<file path="src/cpu_decode_pkg.sv">
`default_nettype none
package cpu_decode_pkg;

   // Instruction groups handled by the decoder.
   typedef enum logic [4:0] {
      OTHER_OP = 5'b00000,
      MOVE_OP = 5'b00001,
      CODE_MEMORY_READ_OP = 5'b00010,
      EXTERNAL_DATA_TRANSFER_OP = 5'b00011,
      EXCHANGE_OP = 5'b00100,
      NIBBLE_EXCHANGE_OP = 5'b00101,
      PUSH_OP = 5'b00110,
      POP_OP = 5'b00111,
      LONG_JUMP_OP = 5'b01000,
      SHORT_JUMP_OP = 5'b01001,
      ABSOLUTE_JUMP_OP = 5'b01010,
      INDIRECT_JUMP_OP = 5'b01011,
      BRANCH_ACC_ZERO = 5'b01100,
      BRANCH_ACC_NONZERO = 5'b01101,
      BRANCH_CARRY_SET = 5'b01110,
      BRANCH_CARRY_CLEAR = 5'b01111,
      BRANCH_BIT_SET = 5'b10000,
      BRANCH_BIT_CLEAR = 5'b10001,
      BRANCH_BIT_SET_AND_CLEAR = 5'b10010,
      COMPARE_BRANCH_UNEQUAL = 5'b10011,
      DECREMENT_BRANCH_NONZERO = 5'b10100,
      BIT_CLEAR_OP = 5'b10101,
      BIT_SET_OP = 5'b10110,
      COMPLEMENT_OP = 5'b10111,
      NO_OP = 5'b11000
   } op_class_e;

   // Operand sources and destinations.
   typedef enum logic [3:0] {
      LOC_NONE = 4'b0000,
      LOC_ACC = 4'b0001,
      LOC_WREG = 4'b0010,
      LOC_DIRECT = 4'b0011,
      LOC_INDIRECT = 4'b0100,
      LOC_IMM = 4'b0101,
      LOC_DATA_PTR = 4'b0110,
      LOC_CODE_DATA_POINTER = 4'b0111,
      LOC_CODE_PC = 4'b1000,
      LOC_XDATA_8 = 4'b1001,
      LOC_XDATA_16 = 4'b1010,
      LOC_STACK = 4'b1011,
      LOC_CARRY = 4'b1100,
      LOC_BIT = 4'b1101,
      LOC_PC = 4'b1110
   } loc_e;

   typedef enum logic [1:0] {
      ST_IDLE = 2'b00,
      ST_OPERAND = 2'b01,
      ST_EXEC = 2'b10
   } seq_e;

   typedef struct packed {
      op_class_e cls;
      loc_e src;
      loc_e dst;
      logic [1:0] bytes;
      logic [2:0] cycles;
      logic known;
   } decode_s;

   localparam logic [1:0] LEN_1 = 2'h1;
   localparam logic [1:0] LEN_2 = 2'h2;
   localparam logic [1:0] LEN_3 = 2'h3;
   localparam logic [2:0] CYC_1 = 3'h1;
   localparam logic [2:0] CYC_2 = 3'h2;
   localparam logic [2:0] CYC_3 = 3'h3;
   localparam logic [2:0] CYC_4 = 3'h4;
   localparam logic [2:0] CYC_5 = 3'h5;
   localparam int WREG_IDX_MSB = 2;
   localparam int PTR_IDX_BIT = 0;

endpackage
`default_nettype wire

</file>
<file path="src/cpu_move_branch_bit_decoder.sv">
`timescale 1ns/100ps
`default_nettype none
module cpu_move_branch_bit_decoder (
   input wire logic clk,
   input wire logic rst,
   input wire logic fetch_valid,
   input wire logic [7:0] fetch_byte,
   input wire logic program_write_select,
   output logic fetch_ready,
   output logic busy,
   output logic instr_done,
   output logic decode_known,
   output cpu_decode_pkg::op_class_e op_class,
   output cpu_decode_pkg::loc_e op_src,
   output cpu_decode_pkg::loc_e op_dst,
   output logic [1:0] op_bytes,
   output logic [2:0] op_cycles,
   output logic [2:0] exec_cycle,
   output logic [2:0] wreg_idx,
   output logic ptr_idx,
   output logic [7:0] first_operand,
   output logic [7:0] second_operand,
   output logic code_space_select,
   output logic [15:0] data_pointer
);
   import cpu_decode_pkg::*;

   typedef struct packed {
      seq_e seq;
      logic fetch_ready;
      logic busy;
      logic done;
      decode_s dec;
      logic [2:0] wreg_idx;
      logic ptr_idx;
      logic [7:0] first_operand;
      logic [7:0] second_operand;
      logic [1:0] bytes_left;
      logic [2:0] cyc_cnt;
      logic code_space;
      logic [15:0] data_pointer;
      logic [3:0] hlp_elapsed;
      logic hlp_stalled;
   } state_s;

   state_s cur;
   state_s next_state;
   logic accept;

   function automatic decode_s mk(
      input op_class_e c,
      input loc_e s,
      input loc_e t,
      input logic [1:0] b,
      input logic [2:0] n
   );
      decode_s d;
      d.cls = c;
      d.src = s;
      d.dst = t;
      d.bytes = b;
      d.cycles = n;
      d.known = 1'b1;
      return d;
   endfunction

   // Opcodes outside these groups are reported as unknown, one byte and
   // one cycle, so the fetch path never hangs on them.
   function automatic decode_s decode(input logic [7:0] op);
      decode_s d;
      d = mk(OTHER_OP, LOC_NONE, LOC_NONE, LEN_1, CYC_1);
      d.known = 1'b0;
      unique casez (op)
         8'b1110_1???: d = mk(MOVE_OP, LOC_WREG, LOC_ACC, LEN_1, CYC_1);
         8'hE5: d = mk(MOVE_OP, LOC_DIRECT, LOC_ACC, LEN_2, CYC_2);
         8'b1110_011?: d = mk(MOVE_OP, LOC_INDIRECT, LOC_ACC, LEN_1, CYC_2);
         8'h74: d = mk(MOVE_OP, LOC_IMM, LOC_ACC, LEN_2, CYC_2);
         8'b0111_1???: d = mk(MOVE_OP, LOC_IMM, LOC_WREG, LEN_2, CYC_2);
         8'b1111_1???: d = mk(MOVE_OP, LOC_ACC, LOC_WREG, LEN_1, CYC_2);
         8'b1010_1???: d = mk(MOVE_OP, LOC_DIRECT, LOC_WREG, LEN_2, CYC_4);
         8'hF5: d = mk(MOVE_OP, LOC_ACC, LOC_DIRECT, LEN_2, CYC_3);
         8'b1000_1???: d = mk(MOVE_OP, LOC_WREG, LOC_DIRECT, LEN_2, CYC_3);
         8'h85: d = mk(MOVE_OP, LOC_DIRECT, LOC_DIRECT, LEN_3, CYC_4);
         8'b1000_011?: d = mk(MOVE_OP, LOC_INDIRECT, LOC_DIRECT, LEN_2, CYC_4);
         8'h75: d = mk(MOVE_OP, LOC_IMM, LOC_DIRECT, LEN_3, CYC_3);
         8'b1111_011?: d = mk(MOVE_OP, LOC_ACC, LOC_INDIRECT, LEN_1, CYC_3);
         8'b1010_011?: d = mk(MOVE_OP, LOC_DIRECT, LOC_INDIRECT, LEN_2, CYC_5);
         8'b0111_011?: d = mk(MOVE_OP, LOC_IMM, LOC_INDIRECT, LEN_2, CYC_3);
         8'h90: d = mk(MOVE_OP, LOC_IMM, LOC_DATA_PTR, LEN_3, CYC_3);
         8'h93: d = mk(CODE_MEMORY_READ_OP, LOC_CODE_DATA_POINTER, LOC_ACC, LEN_1,
                       CYC_3);
         8'h83: d = mk(CODE_MEMORY_READ_OP, LOC_CODE_PC, LOC_ACC, LEN_1,
                       CYC_3);
         8'b1110_001?: d = mk(EXTERNAL_DATA_TRANSFER_OP, LOC_XDATA_8, LOC_ACC,
                              LEN_1, CYC_4);
         8'hE0: d = mk(EXTERNAL_DATA_TRANSFER_OP, LOC_XDATA_16, LOC_ACC,
                       LEN_1, CYC_4);
         8'b1111_001?: d = mk(EXTERNAL_DATA_TRANSFER_OP, LOC_ACC, LOC_XDATA_8,
                              LEN_1, CYC_5);
         8'hF0: d = mk(EXTERNAL_DATA_TRANSFER_OP, LOC_ACC, LOC_XDATA_16,
                       LEN_1, CYC_5);
         8'hC0: d = mk(PUSH_OP, LOC_DIRECT, LOC_STACK, LEN_2, CYC_4);
         8'hD0: d = mk(POP_OP, LOC_STACK, LOC_DIRECT, LEN_2, CYC_3);
         8'b1100_1???: d = mk(EXCHANGE_OP, LOC_WREG, LOC_ACC, LEN_1, CYC_2);
         8'hC5: d = mk(EXCHANGE_OP, LOC_DIRECT, LOC_ACC, LEN_2, CYC_3);
         8'b1100_011?: d = mk(EXCHANGE_OP, LOC_INDIRECT, LOC_ACC, LEN_1, CYC_3);
         8'b1101_011?: d = mk(NIBBLE_EXCHANGE_OP, LOC_INDIRECT, LOC_ACC, LEN_1,
                              CYC_3);
         8'h02: d = mk(LONG_JUMP_OP, LOC_IMM, LOC_PC, LEN_3, CYC_4);
         8'h80: d = mk(SHORT_JUMP_OP, LOC_IMM, LOC_PC, LEN_2, CYC_3);
         8'h73: d = mk(INDIRECT_JUMP_OP, LOC_DATA_PTR, LOC_PC, LEN_1, CYC_2);
         8'b???0_0001: d = mk(ABSOLUTE_JUMP_OP, LOC_IMM, LOC_PC, LEN_2, CYC_3);
         8'h60: d = mk(BRANCH_ACC_ZERO, LOC_ACC, LOC_PC, LEN_2, CYC_3);
         8'h70: d = mk(BRANCH_ACC_NONZERO, LOC_ACC, LOC_PC, LEN_2, CYC_3);
         8'h40: d = mk(BRANCH_CARRY_SET, LOC_CARRY, LOC_PC, LEN_2, CYC_3);
         8'h50: d = mk(BRANCH_CARRY_CLEAR, LOC_CARRY, LOC_PC, LEN_2, CYC_3);
         8'h20: d = mk(BRANCH_BIT_SET, LOC_BIT, LOC_PC, LEN_3, CYC_4);
         8'h30: d = mk(BRANCH_BIT_CLEAR, LOC_BIT, LOC_PC, LEN_3, CYC_4);
         8'h10: d = mk(BRANCH_BIT_SET_AND_CLEAR, LOC_BIT, LOC_PC, LEN_3,
                       CYC_4);
         8'hB5: d = mk(COMPARE_BRANCH_UNEQUAL, LOC_DIRECT, LOC_ACC, LEN_3,
                       CYC_4);
         8'hB4: d = mk(COMPARE_BRANCH_UNEQUAL, LOC_IMM, LOC_ACC, LEN_3,
                       CYC_4);
         8'b1011_1???: d = mk(COMPARE_BRANCH_UNEQUAL, LOC_IMM, LOC_WREG, LEN_3,
                              CYC_4);
         8'b1011_011?: d = mk(COMPARE_BRANCH_UNEQUAL, LOC_IMM, LOC_INDIRECT,
                              LEN_3, CYC_4);
         8'b1101_1???: d = mk(DECREMENT_BRANCH_NONZERO, LOC_WREG, LOC_PC,
                              LEN_2, CYC_3);
         8'hD5: d = mk(DECREMENT_BRANCH_NONZERO, LOC_DIRECT, LOC_PC, LEN_3,
                       CYC_4);
         8'hC3: d = mk(BIT_CLEAR_OP, LOC_NONE, LOC_CARRY, LEN_1, CYC_1);
         8'hD3: d = mk(BIT_SET_OP, LOC_NONE, LOC_CARRY, LEN_1, CYC_1);
         8'hB3: d = mk(COMPLEMENT_OP, LOC_CARRY, LOC_CARRY, LEN_1, CYC_1);
         8'hC2: d = mk(BIT_CLEAR_OP, LOC_NONE, LOC_BIT, LEN_2, CYC_3);
         8'hD2: d = mk(BIT_SET_OP, LOC_NONE, LOC_BIT, LEN_2, CYC_3);
         8'hB2: d = mk(COMPLEMENT_OP, LOC_BIT, LOC_BIT, LEN_2, CYC_3);
         8'h00: d = mk(NO_OP, LOC_NONE, LOC_NONE, LEN_1, CYC_1);
         default: d.known = 1'b0;
      endcase
      return d;
   endfunction

   assign accept = (cur.seq == ST_IDLE) && cur.fetch_ready && fetch_valid;

   always_comb begin
      next_state = cur;
      next_state.done = 1'b0;
      unique case (cur.seq)
         ST_IDLE: begin
            if (accept) begin
               next_state.dec = decode(fetch_byte);
               next_state.wreg_idx = fetch_byte[WREG_IDX_MSB:0];
               next_state.ptr_idx = fetch_byte[PTR_IDX_BIT];
               next_state.first_operand = '0;
               next_state.second_operand = '0;
               next_state.bytes_left = 2'(next_state.dec.bytes - LEN_1);
               next_state.cyc_cnt = CYC_1;
               next_state.hlp_elapsed = 4'h1;
               next_state.hlp_stalled = 1'b0;
               // The select bit is sampled once per transfer so that a
               // change in mid-instruction cannot split its action.
               if (next_state.dec.cls == EXTERNAL_DATA_TRANSFER_OP) begin
                  next_state.code_space = program_write_select;
               end else begin
                  next_state.code_space = 1'b0;
               end
               if (next_state.bytes_left != 2'h0) begin
                  next_state.seq = ST_OPERAND;
               end else if (next_state.dec.cycles == CYC_1) begin
                  next_state.done = 1'b1;
               end else begin
                  next_state.seq = ST_EXEC;
               end
            end
         end
         ST_OPERAND: begin
            next_state.hlp_elapsed = 4'(cur.hlp_elapsed + 4'h1);
            if (fetch_valid) begin
               if (cur.bytes_left == 2'(cur.dec.bytes - LEN_1)) begin
                  next_state.first_operand = fetch_byte;
               end else begin
                  next_state.second_operand = fetch_byte;
               end
               next_state.bytes_left = 2'(cur.bytes_left - LEN_1);
               next_state.cyc_cnt = 3'(cur.cyc_cnt + CYC_1);
               if (next_state.bytes_left == 2'h0) begin
                  if (next_state.cyc_cnt == cur.dec.cycles) begin
                     next_state.seq = ST_IDLE;
                     next_state.done = 1'b1;
                  end else begin
                     next_state.seq = ST_EXEC;
                  end
               end
            end else begin
               // A late operand byte stretches the instruction.
               next_state.hlp_stalled = 1'b1;
            end
         end
         ST_EXEC: begin
            next_state.hlp_elapsed = 4'(cur.hlp_elapsed + 4'h1);
            next_state.cyc_cnt = 3'(cur.cyc_cnt + CYC_1);
            if (next_state.cyc_cnt == cur.dec.cycles) begin
               next_state.seq = ST_IDLE;
               next_state.done = 1'b1;
            end
         end
         default: next_state.seq = ST_IDLE;
      endcase
      // High byte comes first in the instruction stream.
      if (next_state.done && next_state.dec.dst == LOC_DATA_PTR) begin
         next_state.data_pointer = {next_state.first_operand,
                                    next_state.second_operand};
      end
      next_state.fetch_ready = (next_state.seq != ST_EXEC);
      next_state.busy = (next_state.seq != ST_IDLE);
   end

   always_ff @(posedge clk) begin
      if (rst) begin
         cur <= '0;
      end else begin
         cur <= next_state;
      end
   end

   assign fetch_ready = cur.fetch_ready;
   assign busy = cur.busy;
   assign instr_done = cur.done;
   assign decode_known = cur.dec.known;
   assign op_class = cur.dec.cls;
   assign op_src = cur.dec.src;
   assign op_dst = cur.dec.dst;
   assign op_bytes = cur.dec.bytes;
   assign op_cycles = cur.dec.cycles;
   assign exec_cycle = cur.cyc_cnt;
   assign wreg_idx = cur.wreg_idx;
   assign ptr_idx = cur.ptr_idx;
   assign first_operand = cur.first_operand;
   assign second_operand = cur.second_operand;
   assign code_space_select = cur.code_space;
   assign data_pointer = cur.data_pointer;

   a_reg_to_acc: assert property (@(posedge clk) disable iff (rst)
      accept && fetch_byte[7:3] == 5'b11101 |=>
      instr_done && op_cycles == CYC_1 && op_src == LOC_WREG)
      else $error("register to accumulator not one cycle");

   a_direct_acc_load: assert property (@(posedge clk) disable iff (rst)
      accept && fetch_byte == 8'hE5 |=>
      op_bytes == LEN_2 && op_cycles == CYC_2 && op_src == LOC_DIRECT)
      else $error("direct accumulator load decoded wrongly");

   a_imm_reg_index: assert property (@(posedge clk) disable iff (rst)
      accept && fetch_byte[7:3] == 5'b01111 |=>
      op_dst == LOC_WREG && op_bytes == LEN_2 &&
      wreg_idx == $past(fetch_byte[2:0]))
      else $error("immediate register load decoded wrongly");

   a_acc_to_reg_time: assert property (@(posedge clk) disable iff (rst)
      accept && fetch_byte[7:3] == 5'b11111 |=>
      !instr_done ##1 instr_done)
      else $error("accumulator to register not two cycles");

   a_ptr_index: assert property (@(posedge clk) disable iff (rst)
      accept && fetch_byte[7:1] == 7'b1111011 |=>
      ptr_idx == $past(fetch_byte[0]) && op_dst == LOC_INDIRECT)
      else $error("pointer index not from opcode bit");

   a_data_pointer_load: assert property (@(posedge clk) disable iff (rst)
      instr_done && op_dst == LOC_DATA_PTR |->
      data_pointer == {first_operand, second_operand})
      else $error("data pointer not loaded from operands");

   a_select_capture: assert property (@(posedge clk) disable iff (rst)
      accept && fetch_byte[7:5] == 3'b111 && fetch_byte[3:2] == 2'b00 &&
      fetch_byte[1:0] != 2'b01 |=>
      code_space_select == $past(program_write_select))
      else $error("write select not captured for external transfer");

   a_xdata_write_time: assert property (@(posedge clk) disable iff (rst)
      accept && fetch_byte == 8'hF0 |=>
      (!instr_done && !fetch_ready) [*4] ##1 instr_done)
      else $error("external write not five cycles");

   a_direct_copy: assert property (@(posedge clk) disable iff (rst)
      accept && fetch_byte == 8'h85 |=>
      op_bytes == LEN_3 && op_cycles == CYC_4 && op_dst == LOC_DIRECT)
      else $error("direct to direct copy decoded wrongly");

   a_stack_push: assert property (@(posedge clk) disable iff (rst)
      accept && fetch_byte == 8'hC0 |=>
      op_bytes == LEN_2 && op_cycles == CYC_4 && op_dst == LOC_STACK)
      else $error("stack push decoded wrongly");

   a_carry_ops: assert property (@(posedge clk) disable iff (rst)
      accept && (fetch_byte == 8'hC3 || fetch_byte == 8'hD3 ||
      fetch_byte == 8'hB3) |=> instr_done && op_dst == LOC_CARRY)
      else $error("carry operation not one cycle");

   a_compare_reg: assert property (@(posedge clk) disable iff (rst)
      accept && fetch_byte[7:3] == 5'b10111 |=>
      op_class == COMPARE_BRANCH_UNEQUAL && op_bytes == LEN_3 &&
      op_cycles == CYC_4)
      else $error("register compare branch decoded wrongly");

   a_bit_branch: assert property (@(posedge clk) disable iff (rst)
      accept && fetch_byte[7:6] == 2'b00 && fetch_byte[3:0] == 4'h0 &&
      fetch_byte[5:4] != 2'b00 |=>
      op_bytes == LEN_3 && op_cycles == CYC_4 && op_src == LOC_BIT)
      else $error("bit branch decoded wrongly");

   a_exec_length: assert property (@(posedge clk) disable iff (rst)
      instr_done && !cur.hlp_stalled |->
      cur.hlp_elapsed == {1'b0, op_cycles})
      else $error("instruction length in cycles wrong");

endmodule
`default_nettype wire

</file>
<file path="config.mk">
export PLATFORM = sky130hd
export DESIGN_NAME = cpu_move_branch_bit_decoder
export DESIGN_NICKNAME = d
export VERILOG_FILES = /design/src/cpu_decode_pkg.sv /design/src/cpu_move_branch_bit_decoder.sv
export SDC_FILE = /design/constraint.sdc
export NUM_CORES = 1
export LEC_CHECK = 0
export ABC_CLOCK_PERIOD_IN_PS = 4010
export BUFFER_PORTS_ARGS = -buffer_cell sky130_fd_sc_hd__clkbuf_2
export CORE_MARGIN = 2
export CORE_UTILIZATION = 50
export DETAILED_ROUTE_END_ITERATION = 10
export GPL_ROUTABILITY_DRIVEN = 0
export PLACE_DENSITY = 0.79
export SYNTH_ARGS = -nofsm -noshare
export SYNTH_HDL_FRONTEND = slang
export SYNTH_SLANG_ARGS = --single-unit
</file>
<file path="constraint.sdc">
create_clock -name clk -period 4.01 [get_ports clk]
set_input_delay 0.401 -clock clk [delete_from_list [all_inputs] [get_ports clk]]
set_output_delay 0.401 -clock clk [all_outputs]
set_load 0.005 [all_outputs]
</file>
======== After elaboration in Yosys (flattened, before gate mapping) ========
Index checks and enable logic that the tools add are counted.
word-level totals
  register bits ........................... 66
  latch bits .............................. 0
  memory bits (writable) .................. 0
  memory bits (read-only) ................. 0
  input port bits ......................... 12
  output and inout port bits .............. 62
  word-level logic and storage cells ...... 123
  memories ................................ 0
cells by class
  $add $sub $neg .......................... 4
  multiply operators ...................... 0
  divide/modulo/power cells ............... 0
  magnitude comparators ................... 0
  equality and inequality tests ........... 61
  shifts and indexed selects .............. 0
  mux-type cells .......................... 26
  bitwise gates (word level) .............. 0
  reduce and logical (&&, ||, !) cells .... 14
operators by type and width
  kind                                                                    number
  18-bit case mux with 52 select lines                                    1
  8-bit equality test (second input constant)                             21
  7-bit equality test (second input constant)                             9
  8-bit by 7-bit equality test with 1-bit output (second input constant)  7
  52-bit OR reduction                                                     1
  46-bit 2-to-1 mux                                                       1
  18-bit 2-to-1 mux                                                       2
  18-bit case mux with 2 select lines                                     1
  5-bit equality test (second input constant)                             7
  21-bit 2-to-1 mux                                                       1
  8-bit by 6-bit equality test with 1-bit output (second input constant)  2
  8-bit 2-to-1 mux                                                        2
  14-bit 2-to-1 mux                                                       1
  2-bit 2-to-1 mux                                                        7
  3-bit case mux with 3 select lines                                      1
  8-bit by 2-bit equality test with 1-bit output (second input constant)  1
  8-bit by 5-bit equality test with 1-bit output (second input constant)  1
  8-bit logical NOT                                                       1
  7-bit by 6-bit equality test with 1-bit output (second input constant)  1
  1-bit 2-to-1 mux                                                        7
  2-bit inequality test (second input constant)                           3
  2-bit case mux with 3 select lines                                      1
  3-bit AND reduction                                                     2
  2-bit nonzero test                                                      3
  other kinds (16)                                                        21

======== Logic depth before layout (Yosys ltp) ========
  word-level depth ........................ 12
  depth in mapped cells ................... 15
  mapped depth without buffers ............ 12

======== Worst setup path after synthesis ========
Ideal clock, no wire load.
  path type ............................... input to register
  start ................................... in fetch_byte[2]
  end ..................................... reg cur, in the netlist data_pointer[10]
  library setup time ...................... 0.121 ns
  arrival time ............................ 3.560 ns
  data required time ...................... 3.889 ns
  setup slack ............................. 0.329 ns
  stages .................................. 14
  path buffers ............................ 4
  path through ............................ buf_2 -> buf_2 -> buf_2 -> and4bb_2 -> mux2_2 -> a2111oi_0 -> nand3_1 -> nand3_1 -> ha_1 -> and2_1 -> a41oi_2 -> nor4_4 -> buf_8 -> mux2_4
between the ends
  cells in the longest elaborated chain, start to end .. 10
  elaborated cells on any way between the ends .. 60
  those cells by class .................... add/sub: 1; eq/ne: 45; mux: 11; reduce/logical: 3
ends and longest elaborated chain
  what                                                                                                                  RTL line                                                                source
  start: declaration                                                                                                    cpu_move_branch_bit_decoder.sv:7                                        input wire logic [7:0] fetch_byte,
  8-bit equality test (tied with other cells)                                                                           cpu_move_branch_bit_decoder.sv:73                                       unique casez (op)
  18-bit case mux with 52 select lines                                                                                  cpu_move_branch_bit_decoder.sv:73
  18-bit 2-to-1 mux                                                                                                     cpu_move_branch_bit_decoder.sv:152                                      if (accept) begin
  18-bit 2-to-1 mux                                                                                                     cpu_move_branch_bit_decoder.sv:150                                      unique case (cur.seq)
  2-bit by 1-bit subtractor with 2-bit output / 3-bit by 1-bit equality test with 1-bit output (equally long branches)  cpu_move_branch_bit_decoder.sv:158, cpu_move_branch_bit_decoder.sv:171
  2-bit nonzero test / 1-bit 2-to-1 mux (equally long branches)                                                         cpu_move_branch_bit_decoder.sv:169, cpu_move_branch_bit_decoder.sv:171
  1-bit 2-to-1 mux                                                                                                      cpu_move_branch_bit_decoder.sv:169                                      if (next_state.bytes_left != 2'h0) begin
  46-bit 2-to-1 mux                                                                                                     cpu_move_branch_bit_decoder.sv:152
  1-bit case mux with 3 select lines                                                                                    cpu_move_branch_bit_decoder.sv:150
  1-bit logical AND                                                                                                     cpu_move_branch_bit_decoder.sv:212                                      if (next_state.done && next_state.dec.dst == LOC_DATA_PTR) begin
  end signal: assignment                                                                                                cpu_move_branch_bit_decoder.sv:224                                      cur <= next_state;
  end: declaration                                                                                                      cpu_move_branch_bit_decoder.sv:46                                       state_s cur;
Parallel ways exist; a longest one is shown, timed or not. The select of a mux whose other input is x is not followed.
A chain may end at the register's enable or synchronous reset.

======== Worst setup path in the final report ========
  start ................................... in fetch_byte[2]
  end ..................................... reg cur, in the netlist data_pointer[15]
between the ends
  cells in the longest elaborated chain, start to end .. 10
  elaborated cells on any way between the ends .. 57
  those cells by class .................... add/sub: 1; eq/ne: 45; mux: 8; reduce/logical: 3
ends and longest elaborated chain
  what                                                                                                                  RTL line
  8-bit equality test (tied with other cells)                                                                           cpu_move_branch_bit_decoder.sv:73
  18-bit case mux with 52 select lines *                                                                                cpu_move_branch_bit_decoder.sv:73
  18-bit 2-to-1 mux *                                                                                                   cpu_move_branch_bit_decoder.sv:152
  18-bit 2-to-1 mux *                                                                                                   cpu_move_branch_bit_decoder.sv:150
  2-bit by 1-bit subtractor with 2-bit output / 3-bit by 1-bit equality test with 1-bit output (equally long branches)  cpu_move_branch_bit_decoder.sv:158, cpu_move_branch_bit_decoder.sv:171
  2-bit nonzero test / 1-bit 2-to-1 mux (equally long branches)                                                         cpu_move_branch_bit_decoder.sv:169, cpu_move_branch_bit_decoder.sv:171
  1-bit 2-to-1 mux                                                                                                      cpu_move_branch_bit_decoder.sv:169
  46-bit 2-to-1 mux *                                                                                                   cpu_move_branch_bit_decoder.sv:152
  1-bit case mux with 3 select lines                                                                                    cpu_move_branch_bit_decoder.sv:150
  1-bit logical AND *                                                                                                   cpu_move_branch_bit_decoder.sv:212
Every way passes the cells marked *; elsewhere a longest branch is shown, timed or not. The select of a mux whose other input is x is not followed.

==> metrics.txt <==
clock skew=0.01657 ns; critical path arrival=3.76 ns; flop2flop setup slack=1.11 ns; fillcell total=854; top_reg_cell synth=dfxtp_1; Syn Inst Count=608; Synth async-reset ratio=0%; RSZ-0062 raised after global routing=no; post-CTS resize count=0; drt wl/cell=17.99 µm; number of diodes=0; nature of the critical path endpoint=flip-flop; Final Hold Fails=0; Tightest Hold Check Type=in -> reg; Final TNS setup=0 ns; Final ANT Viol Nets=0; crit path launch type=input port; Post-Place Cell Area=0.004921 mm²; nets=644; DRC=0; GR Util All Layers=25.93%; Root Driver=clkbuf_8; setup repair bufs after CTS=0; HPWL Detailed=9935 µm; DR pass1 iterations=9; first-pass GRT wire length=21400 µm; Synth top area share=27.19%; Setup violations, final=0; number of synthesized flops with an enable pin=0; row count=35; Inserted Clock Buffers=9; Initial DRC Count=759; final WL=13660 µm; Die Area=0.01037 mm²; min Tclk post-route=3.521 ns; vias per cell=6.221; Max Fanout on Critical Path=16; outcome=finished, final reports clean; Pwr per Cell Area=362.5 mW/mm²; Max clock buf depth=2; clk slew on worst S/H paths=0.08 ns; Buffers on Ports=73; final worst-path cycle share=87.80%; Design Area, Final=0.005164 mm²; met1 Use GR=33.80%; synthesized area=0.004786 mm²; met3 Use GR=7.114%; top area cells in the synthesized netlist=dfxtp_1, buf_4, nor2_1; peak supply drop=190.6 µV; Yosys Warn Count=0; Synth Net Count=627; Multi-input gate area=0.002795 mm²; met2 usage=39.63%; CP required=4.25 ns; Placement Setup Slack=0.1714 ns; Worst Setup Path Type=in -> reg; Layout area overhead=7.895%; initial core utilization=51.55%; max cap viols=0; CTS tree=done; critical path launch point=fetch_byte[2]; Post-CTS Hold Buffers=0; initial antenna violation count=0; GRT overflow=0; clk sinks=65; max_slew headroom=48.28%; Static Leakage=0.002039 µW; layout cells sized above 1=25.56%; Mapped Avg Cell Area=7.871 µm²; vias after detailed routing=4722; H-tree depth=3; Clock Latency Late Sink=0.35 ns; Worst Tran Pin Value=0.7563 ns; Die X=101.8 µm; maximum number of pins on one net before global-route repair=66; register area=0.001301 mm²; core area=0.009284 mm²; vias in the first global route=4360; leading area contributor after synthesis=dfxtp_1; Die Y=101.8 µm; Synth cell types=71; f_max=284.0 MHz; Top Usage Layer GRT=met2; Reg2Reg Launch Point=cur[69]; synthesized flop and latch total=65; crit path to=data_pointer[15]; sequential cell area fraction in the yosys report=27.19%; reg2reg path depth=9; Final Max Tran Viols=0; FF-to-FF End=data_pointer[15]; Ports=74; final setup margin=0.4892 ns
==> power by group <==
group          switching, µW  internal (µW)  total [µW]
logic                    287            177         465
registers               36.1            689         725
clock network            266            416         682
total                    589           1280        1870
==> through the flow <==
| step | std cells | hold WS [ns] | utilization (%) | total power, µW |
|---|---|---|---|---|
| 3_5_place_dp | 743 | 0.4518 | 53.01 | 1189 |
| 6_report | 759 | 0.3005 | 55.62 | 1872 |
| 2_1_floorplan | 608 | 0.4367 | - | 1085 |
| 4_1_cts | 759 | 0.2935 | 55.62 | 1869 |
| 5_1_grt | 759 | 0.3105 | 55.62 | 1952 |
| 3_3_place_gp | 743 | 0.4409 | 53.01 | 1178 |
==> cells in the mapped netlist, types with 4 or more instances <==
master and n:
a31oi_1 10, a21oi_1 32, a22oi_1 20, nor2_1 73
nand2b_1 10, o21ai_0 24, and2_1 6, inv_1 6
mux2_2 8, nor3_1 25, nand3b_1 5, xnor2_1 6
mux2_4 10, nand3_1 27, a211oi_1 9, nand4_1 5
nand4b_1 8, buf_2 11, ha_1 7, dfxtp_1 65
a311oi_1 4, nor2b_1 29, nor4_1 4, o31ai_1 4
buf_4 63, nand2_1 38, clkbuf_1 21, and3_1 6
==> area by class of cell <==
type / count / share of cell area [%]
Multi-Input combinational cell: 435 / 54.13
Inverter: 6 / 0.4362
Clock buffer: 10 / 2.472
Tap cell: 129 / 3.126
Sequential cell: 65 / 25.20
Clock inverter: 6 / 2.229
Timing Repair Buffer: 108 / 12.41
==> registers in the layout (all words and copies together), names as in the netlist, 2 cells and up <==
name and cells:
op_src 4, cur 4, wreg_idx 3, op_class 5, op_dst 4, op_bytes 2, exec_cycle 3, op_cycles 3
second_operand 8, first_operand 8, data_pointer 16
==> cell usage in the layout, fill, tap and decap left out, types with 8 or more instances in the layout <==
cell type / n
mux2_4: 10
nand2_1: 38
nor3_1: 25
mux2_2: 8
nor2_1: 73
dfxtp_1: 65
a31oi_1: 10
a22oi_1: 20
clkbuf_8: 9
a21oi_1: 32
buf_4: 34
clkbuf_2: 73
a211oi_1: 9
nand4b_1: 8
nor2b_1: 29
o21ai_0: 24
nand3_1: 27
nand2b_1: 10
==> cells by family after synthesis <==
| logic type | share of synthesized area [%] |
|---|---|
| compound gates | 19.45 |
| xor+xnor | 1.647 |
| fa+ha+maj | 1.830 |
| buf+inv | 14.40 |
| flops | 27.19 |
| mux | 5.020 |
| simple gates | 30.46 |
==> critical path, cell delays in order <==
cell and delay (ns):
clkbuf_2 0.18, nor2b_1 0.19, a211o_1 0.35, mux2_2 0.28, a2111oi_0 0.52, nand3_1 0.24, nand3_1 0.13, ha_1 0.18
and2_1 0.18, a41oi_2 0.16, nor4_4 0.38, buf_12 0.21, mux2_2 0.35
==> worst min path at each step <==
stage | cells after the start | slack [ns] | end | start
floorplan | 2 | 0.44 | op_class[4] | op_class[4]
global route | 3 | 0.31 | code_space_select | program_write_select
global placement | 2 | 0.44 | code_space_select | code_space_select
finish | 3 | 0.30 | code_space_select | program_write_select
detailed placement | 2 | 0.45 | wreg_idx[1] | wreg_idx[1]
CTS | 3 | 0.29 | code_space_select | program_write_select
==> metal layers <==
metal / part of all wire [%] / vias to the layer above
met5: 0 / -
met4: 5.6 / 0
met3: 10 / 97
met2: 44 / 320
met1: 40 / 2141
li1: - / 2164
No activity file was read; power rests on OpenSTA's default activity.
